`config.mk`:
```
export PLATFORM = sky130hd
export DESIGN_NAME = epg_write_guard
export DESIGN_NICKNAME = d
export VERILOG_FILES = /design/src/hw/epg_write_guard.v
export VERILOG_INCLUDE_DIRS = /design/src /design/src/hw
export SDC_FILE = /design/constraint.sdc
export NUM_CORES = 1
export LEC_CHECK = 0
export BUFFER_PORTS_ARGS = -buffer_cell sky130_fd_sc_hd__clkbuf_2
export CAP_MARGIN = 20
export CORE_UTILIZATION = 30
export CTS_BUF_LIST = sky130_fd_sc_hd__clkbuf_8
export DETAILED_ROUTE_END_ITERATION = 10
export PLACE_DENSITY = 0.44
export REMOVE_ABC_BUFFERS = 1
export SLEW_MARGIN = 20
export SYNTH_ARGS = -nofsm -noshare
export SYNTH_HDL_FRONTEND = slang
export SYNTH_SLANG_ARGS = --single-unit
```
`constraint.sdc`:
```
create_clock -name MCLK -period 3 [get_ports MCLK]
set_input_delay 0.45 -clock MCLK [delete_from_list [all_inputs] [get_ports MCLK]]
set_output_delay 0.45 -clock MCLK [all_outputs]
set_load 0.01 [all_outputs]
```
`src/hw/epg_consts.vh`:
```
// Constants for the serial EEPROM power-state and write-guard block
`ifndef EPG_CONSTS_VH
`define EPG_CONSTS_VH

// ----------------------------------------------------------------------------
// Instruction codes
// ----------------------------------------------------------------------------
`define EPG_OP_WRITE_ENABLE 8'h06
`define EPG_OP_WRITE_DISABLE 8'h04
`define EPG_OP_STATUS_READ 8'h05
`define EPG_OP_STATUS_WRITE 8'h01
`define EPG_OP_ARRAY_READ 8'h03
`define EPG_OP_ARRAY_WRITE 8'h02

// ----------------------------------------------------------------------------
// Status byte layout and values
// ----------------------------------------------------------------------------
`define EPG_SR_BUSY_BIT 0
`define EPG_SR_LATCH_BIT 1
`define EPG_SR_BUSY_VALUE 8'hff

// ----------------------------------------------------------------------------
// Timing
// ----------------------------------------------------------------------------
`define EPG_MCLK_PERIOD_NS 4
`define EPG_PROG_TIME_NS 5000000
`define EPG_PROG_CYCLES (`EPG_PROG_TIME_NS / `EPG_MCLK_PERIOD_NS)
`define EPG_PROG_CNT_W 24

`endif

```
`src/hw/epg_write_guard.v`:
```
// Power-state, write-enable latch and programming-cycle control of a serial EEPROM
`timescale 1ns/1ps
`include "epg_consts.vh"

// Overview of operation
// - Reset release leaves device in standby with defined internal state.
// - Supply-monitor reset forces every state register to its reset value.
// - Out of reset the write enable latch is clear; writes refused.
// - Instruction decode starts only after a falling chip select.
// - Successful byte, page or status write clears the write enable latch.
// - Programming starts on chip select rise after whole bytes only.
// - Array access during programming is ignored; programming continues.
// - Unknown instruction: no action, serial output stays undriven.
// - Write enable command sets latch; write disable command clears it.
// - While programming only status read is honoured; busy reads high.
// - Status read during programming returns all ones.
module epg_write_guard #(
	parameter PROG_CYCLES = `EPG_PROG_CYCLES
) (
	MCLK,
	RESET,
	CS_N,
	SCK,
	SI,
	SO,
	SO_OE,
	BUSY,
	WRITE_ENABLE_LATCH,
	STANDBY,
	PROG_START
);
	input wire MCLK;
	input wire RESET;
	input wire CS_N;
	input wire SCK;
	input wire SI;
	output reg SO;
	output reg SO_OE;
	output reg BUSY;
	output reg WRITE_ENABLE_LATCH;
	output reg STANDBY;
	output reg PROG_START;

	// ------------------------------------------------------------------------
	// Pin synchronisers
	// ------------------------------------------------------------------------
	reg [1:0] cs_s_r;
	reg [1:0] sck_s_r;
	reg [1:0] si_s_r;
	reg cs_d_r;
	reg sck_d_r;

	always @(posedge MCLK) begin
		if (RESET) begin
			cs_s_r <= 2'h3;
			sck_s_r <= 2'h0;
			si_s_r <= 2'h0;
			cs_d_r <= 1'b1;
			sck_d_r <= 1'b0;
		end else begin
			cs_s_r <= {cs_s_r[0], CS_N};
			sck_s_r <= {sck_s_r[0], SCK};
			si_s_r <= {si_s_r[0], SI};
			cs_d_r <= cs_s_r[1];
			sck_d_r <= sck_s_r[1];
		end
	end

	wire cs_n = cs_s_r[1];
	wire si = si_s_r[1];
	wire cs_fall = cs_d_r & ~cs_n;
	wire cs_rise = ~cs_d_r & cs_n;
	wire sck_rise = ~sck_d_r & sck_s_r[1] & ~cs_n;
	wire sck_fall = sck_d_r & ~sck_s_r[1] & ~cs_n;

	// ------------------------------------------------------------------------
	// Selection state machine
	// ------------------------------------------------------------------------
	localparam ST_STANDBY = 3'h0;
	localparam ST_OPCODE = 3'h1;
	localparam ST_STATUS = 3'h2;
	localparam ST_WRITE = 3'h3;
	localparam ST_IGNORE = 3'h4;
	localparam ST_DONE = 3'h5;

	reg [2:0] state_r;
	reg [2:0] state_nxt;
	reg [7:0] shift_r;
	reg [7:0] shift_nxt;
	reg [2:0] bit_cnt_r;
	reg [2:0] bit_cnt_nxt;
	reg bytes_r;
	reg bytes_nxt;
	reg [7:0] sr_out_r;
	reg [7:0] sr_out_nxt;
	reg latch_nxt;
	reg so_nxt;
	reg so_oe_nxt;
	reg start_nxt;
	reg [`EPG_PROG_CNT_W-1:0] prog_cnt_r;

	wire [7:0] opcode = {shift_r[6:0], si};
	wire byte_end = sck_rise & (bit_cnt_r == 3'h7);

	always @* begin
		state_nxt = state_r;
		shift_nxt = shift_r;
		bit_cnt_nxt = bit_cnt_r;
		bytes_nxt = bytes_r;
		sr_out_nxt = sr_out_r;
		latch_nxt = WRITE_ENABLE_LATCH;
		so_nxt = SO;
		so_oe_nxt = SO_OE;
		start_nxt = 1'b0;
		if (sck_rise) begin
			shift_nxt = opcode;
			bit_cnt_nxt = bit_cnt_r + 3'h1;
		end
		case (state_r)
			ST_STANDBY: begin
				if (cs_fall) begin
					state_nxt = ST_OPCODE;
					bit_cnt_nxt = 3'h0;
				end
			end
			ST_OPCODE: begin
				if (byte_end) begin
					if (opcode == `EPG_OP_STATUS_READ) begin
						state_nxt = ST_STATUS;
						if (BUSY) begin
							sr_out_nxt = `EPG_SR_BUSY_VALUE;
						end else begin
							sr_out_nxt = 8'h00;
							sr_out_nxt[`EPG_SR_LATCH_BIT] = WRITE_ENABLE_LATCH;
						end
					end else if (BUSY) begin
						state_nxt = ST_IGNORE;
					end else if (opcode == `EPG_OP_WRITE_ENABLE) begin
						latch_nxt = 1'b1;
						state_nxt = ST_DONE;
					end else if (opcode == `EPG_OP_WRITE_DISABLE) begin
						latch_nxt = 1'b0;
						state_nxt = ST_DONE;
					end else if (opcode == `EPG_OP_ARRAY_WRITE ||
						opcode == `EPG_OP_STATUS_WRITE) begin
						// Unenabled writes are dropped before any byte is taken
						state_nxt = WRITE_ENABLE_LATCH ? ST_WRITE : ST_IGNORE;
						bytes_nxt = 1'b0;
					end else begin
						state_nxt = ST_IGNORE;
					end
				end
			end
			ST_STATUS: begin
				if (sck_fall) begin
					so_oe_nxt = 1'b1;
					so_nxt = sr_out_r[7];
					sr_out_nxt = {sr_out_r[6:0], sr_out_r[7]};
				end
			end
			ST_WRITE: begin
				if (byte_end) begin
					bytes_nxt = 1'b1;
				end
			end
			default: begin
			end
		endcase
		if (cs_rise && state_r != ST_STANDBY) begin
			state_nxt = ST_STANDBY;
			so_oe_nxt = 1'b0;
			so_nxt = 1'b0;
			// Only a frame ending on a byte boundary with data programs
			if (state_r == ST_WRITE && bytes_r && bit_cnt_r == 3'h0) begin
				start_nxt = 1'b1;
			end
		end
	end

	// ------------------------------------------------------------------------
	// State registers and programming timer
	// ------------------------------------------------------------------------
	always @(posedge MCLK) begin
		if (RESET) begin
			state_r <= ST_STANDBY;
			shift_r <= 8'h00;
			bit_cnt_r <= 3'h0;
			bytes_r <= 1'b0;
			sr_out_r <= 8'h00;
			WRITE_ENABLE_LATCH <= 1'b0;
			SO <= 1'b0;
			SO_OE <= 1'b0;
			BUSY <= 1'b0;
			STANDBY <= 1'b1;
			PROG_START <= 1'b0;
			prog_cnt_r <= {`EPG_PROG_CNT_W{1'b0}};
		end else begin
			state_r <= state_nxt;
			shift_r <= shift_nxt;
			bit_cnt_r <= bit_cnt_nxt;
			bytes_r <= bytes_nxt;
			sr_out_r <= sr_out_nxt;
			SO <= so_nxt;
			SO_OE <= so_oe_nxt;
			STANDBY <= (state_nxt == ST_STANDBY);
			PROG_START <= start_nxt;
			if (start_nxt) begin
				WRITE_ENABLE_LATCH <= 1'b0;
				BUSY <= 1'b1;
				prog_cnt_r <= PROG_CYCLES[`EPG_PROG_CNT_W-1:0] - 1'b1;
			end else begin
				WRITE_ENABLE_LATCH <= latch_nxt;
				if (BUSY) begin
					if (prog_cnt_r == {`EPG_PROG_CNT_W{1'b0}}) begin
						BUSY <= 1'b0;
					end else begin
						prog_cnt_r <= prog_cnt_r - 1'b1;
					end
				end
			end
		end
	end
endmodule

```
== Word-level counts from Yosys, hierarchy flattened ==
Cells that the tools add are included.
Cells by class
  bitwise gates (word level): 14
  add/sub/neg operators: 2
  multiplexer cells: 36
  reductions and logical operators: 21
  equal/unequal tests: 19
Operators with widths (count)
  $mux 21: 3
  $mux 3: 12
  $mux 8: 4
  $eq 8x3->1 const B: 3
  $logic_not 24->1: 1
  $sub 24x1->24 const B: 1
  $ne 2x2->1 const B: 10
  $pmux 8 s2: 1
  $mux 1: 14
  $logic_not 3->1: 3
  $eq 8x1->1 const B: 1
  $eq 8x2->1 const B: 1
  $reduce_and 8->1: 1
  $reduce_bool 2->1: 4
  $and 1x1->1: 7
  $not 1->1: 7
  $eq 3x2->1 const B: 2
  $pmux 3 s2: 1
  $reduce_and 2->1: 3
  $reduce_and 5->1: 1
  $reduce_and 4->1: 1
  $reduce_or 2->1: 2
  $add 3x1->3 const B: 1
  $eq 3x1->1 const B: 1
  other kinds (5): 7
Storage, ports and cells
  input bits: 5
  word-level logic and storage cells: 110
  flip-flop bits (word level): 60
  output and inout port bits: 6

== Longest topological paths before layout ==
  depth in word-level cells: 11
  gate-level depth with buffers: 8
  depth with buffers taken out: 7

== Worst setup path after synthesis ==
Ideal clock, no wire load.
  kind: reg2reg
  start point: register prog_cnt_r[0]
  end point: register prog_cnt_r[1]
  clock period less this slack: 2522 ps
  required time: 2930 ps
  arrival: 2452 ps
  cell stages (with the launch flop): 9
  library setup time: 70 ps
  path slack: 478 ps
  cell sequence: dfxtp_1 > inv_1 > ha_1 > or4b_2 > or4_1 > buf_2 > o21ai_4 > mux2_2 > a21oi_1
On the way
  word-level cells in the longest chain between the ends: 4
  elaborated cells on any way between the ends: 7
RTL lines
  from (decl): RTL line epg_write_guard.v:100  | reg [`EPG_PROG_CNT_W-1:0] prog_cnt_r;
  from (signal assigned): RTL line epg_write_guard.v:196  | prog_cnt_r <= {`EPG_PROG_CNT_W{1'b0}};
  from (signal assigned): RTL line epg_write_guard.v:210  | prog_cnt_r <= PROG_CYCLES[`EPG_PROG_CNT_W-1:0] - 1'b1;
  from (signal assigned): RTL line epg_write_guard.v:217  | prog_cnt_r <= prog_cnt_r - 1'b1;
  $sub 24x1->24: RTL line epg_write_guard.v:217
  $mux 21: RTL line epg_write_guard.v:214  | if (prog_cnt_r == {`EPG_PROG_CNT_W{1'b0}}) begin
  $mux 21: RTL line epg_write_guard.v:213  | if (BUSY) begin
  $mux 21: RTL line epg_write_guard.v:207  | if (start_nxt) begin
Several ways; a longest one is shown, not always the timed one. The select of a mux whose other input is x is not followed.
A chain may end at the register's enable or synchronous reset.

== Worst setup path after layout ==
Ends and elaborated chain as after synthesis.

==> flow_summary.ini <==
[synthesis]
synthArstFlopShare_pct = 0
synth_cell_type_count = 49
synthSimpleGateAreaFrac_pct = 26.1
dominantRegCellSynth = dfxtp_1
synth_compound_area_share_pct = 16.4
yosys_register_bits = 60
yosys.area_share.adder_pct = 1.83
synth_seq_area_share_pct = 43.9
synthXorXnorAreaFrac_pct = 4.80
syn_avg_cell_area_sq_um = 9.21
synthCells = 297
synth_mux_area_share_pct = 4.07
yosysWarnings = 0
synth_top_family_by_area = simple AND/OR/NAND/NOR gates
netlist_area_sq_um = 2740
synth_edf_count = 0

[setup_path]
path_max_fanout = 7
worst_path_max_delay_cell = or4b_2
startpoint_type = flip-flop
path_cells = inv_1, ha_1, or4b_2, or4_1, o21ai_4, mux2_2, a21oi_1
critical_path_class = reg2reg
critPathRequiredTime_ns = 3.26
worst_setup_path_end_kind = flip-flop
slowest_delay_ns = 0.65
critPathArrivalTime_ns = 3.05

[detailed_routing]
drcViolationCount = 0
dr_total_vias = 2140
drtPass1Iterations = 4
drtIter0Drc = 50
routed_via_density = 5.05
ant_nets = 0
wl_per_cell_microns = 13.4
wl_mm = 5.69

[pwr]
leakage_nw = 1.13
p_per_area_nw_per_um2 = 535
total_power_w = 0.00169
vdd_drop_max_v = 0.000249

[finish]
final_nets = 320
mostFrequentLayoutCell = dfxtp_1
fill_cells = 917
diodes = 0
layout_common_cells = dfxtp_1, nor2_1, a21oi_1
drive_gt1_share_pct = 16.5
area.growth.synth_to_final_pct = 15.3

[floorplanning]
coreArea_sq_um = 8760
die_y_microns = 97.5
num_rows = 34
die-area_sq_um = 9510
ios = 11
start_util_pct = 31.2
die_w_microns = 97.5

[timing]
tightestPinTransition_ns = 0.677
tns_ns = 0
rsz0062_at_grt = no
finalClockSkew_ns = 0.00529
setup_viol_count_final = 0
hold_viol_final = 0
finalCriticalPeriod_ns = 2.79
slew_violations = 0
fin_crit_sh_pct = 92.8
slew_headroom_pct = 54.8
fmax_ghz = 0.359

[clock_tree]
ctsResizeCount = 0
post_cts_buffers = 0
ctsRootBufferMaster = clkbuf_8
clock-sinks = 60
clk_pin_slew_ns = 0.07
hold_buffers = 0
h-tree-depth = 3
clk_latency_ns = 0.34
clockBufferDepth = 2
cts_tree = done
cts_buffers = 9

[global_routing]
grt_overflow = 0
grt_pass1_vias = 2018
grt_pass1_wl_mm = 9.78
grtUsageTotal_pct = 13.0
grt_start_max_net_pins = 25
antenna_found_initial = 0

[place]
place_hpwl_mm = 3.85
io_buffers = 10
place.gp.congestion = 0.768

[run]
max_cap_viol_count = 0

[status]
status = finished clean

[hold_path]
hp-class = in2reg
-- power by group --
| group | internal [W] | switching [W] | leakage, nW | total (W) |
|---|---|---|---|---|
| clock | 0.000533 | 0.000318 | 0.120 | 0.000851 |
| combinational | 0.0000113 | 0.0000195 | 0.527 | 0.0000308 |
| sequential | 0.000803 | 0.00000433 | 0.485 | 0.000807 |
| total | 0.00135 | 0.000342 | 1.13 | 0.00169 |
-- layer usage --
layer | vias to the layer above | part of all wire (%) | wire length, microns | track usage, %
met1 | 1004 | 49 | 2770 | 15.8
met4 | 0 | 0.72 | 41 | 4.75
met5 | - | 0 | 0 | 0
li1 | 1105 | - | - | -
met3 | 5 | 3.8 | 219 | 5.04
met2 | 26 | 47 | 2660 | 20.7
-- stage by stage --
stage / cell area [sq um] / worst slack [ns] / utilization, % / instances / hold slack (ns)
detailed placement: 2920 / 0.251 / 33.3 / 408 / 0.395
floorplan: 2680 / 0.401 / - / 284 / 0.389
global placement: 2920 / 0.272 / 33.3 / 408 / 0.394
global route: 3150 / 0.0909 / 36.0 / 424 / 0.262
finish: 3150 / 0.215 / 36.0 / 424 / 0.288
CTS: 3150 / 0.217 / 36.0 / 424 / 0.268
-- worst paths after layout --
| path | start | endpoint | slack, ns | cells past startpoint |
|---|---|---|---|---|
| worst max-delay path | prog_cnt_r[0] | prog_cnt_r[1] | 0.21 | 7 |
| worst min-delay path | CS_N | cs_s_r[0] | 0.29 | 2 |
| worst max register to register | prog_cnt_r[0] | prog_cnt_r[1] | 0.21 | 7 |
| worst min register to register | cs_s_r[0] | cs_s_r[1] | 0.41 | 1 |
-- cell families after synthesis --
group                    Yosys count
AO/OA/AOI/OAI                     67
XOR/XNOR                          15
adder cells (fa/ha/maj)            4
buffers and inverters             20
flip-flops                        60
multiplexers                      11
AND/OR/NAND/NOR                  120
-- critical path: cells and delay by family (launching register included) --
kind / cells / cell delay, ns
AND/OR/NAND/NOR: 2 / 1.30
AO/OA/AOI/OAI: 2 / 0.40
flip-flops: 1 / 0.35
multiplexers: 1 / 0.35
adder cells (fa/ha/maj): 1 / 0.19
buffers and inverters: 1 / 0.10
-- final cells by class --
| class | instances | area [sq um] | area share (%) |
|---|---|---|---|
| Tap cell | 108 | 135 | 4.28 |
| Sequential cell | 60 | 1200 | 38.1 |
| Clock inverter | 4 | 71.3 | 2.26 |
| Inverter | 7 | 26.3 | 0.833 |
| Timing Repair Buffer | 16 | 95.1 | 3.01 |
| Clock buffer | 12 | 165 | 5.24 |
| Multi-Input combinational cell | 217 | 1460 | 46.3 |
-- sequential cells by signal, summed over array words and instances, names as in the netlist --
name and cells:
SO_OE 1, sck_s_r 2, BUSY 1, bytes_r 1, si_s_r 2, cs_s_r 2, bit_cnt_r 3, PROG_START 1
WRITE_ENABLE_LATCH 1, cs_d_r 1, sr_out_r 8, shift_r 7, STANDBY 1, SO 1, state_r 3, prog_cnt_r 24
sck_d_r 1
-- synth_stat cells (all sizes together), types with 2 or more instances --
cell / instances / area, sq um
inv: 7 / 26.3
nand3: 3 / 15.0
or4: 9 / 72.6
nand3b: 2 / 15.0
dfxtp: 60 / 1200
nand4b: 5 / 50.0
or4b: 2 / 20.0
ha: 4 / 50.1
mux2i: 10 / 100
clkbuf: 11 / 41.3
nor2b: 11 / 68.8
o21ai: 13 / 76.3
xnor2: 2 / 17.5
nor2: 42 / 158
o211ai: 5 / 37.5
nand2b: 2 / 12.5
a211oi: 7 / 52.6
nor3: 9 / 56.3
a21oi: 30 / 154
or3: 8 / 53.8
nor3b: 5 / 37.5
buf: 2 / 12.5
nor4b: 2 / 32.5
nor4: 4 / 25.0
xor2: 13 / 114
a31oi: 3 / 18.8
or2: 5 / 31.3
nand2: 5 / 18.8
o31ai: 2 / 15.0
o2111ai: 4 / 70.1
nand4: 3 / 18.8
(Power assumes the default switching activity.)
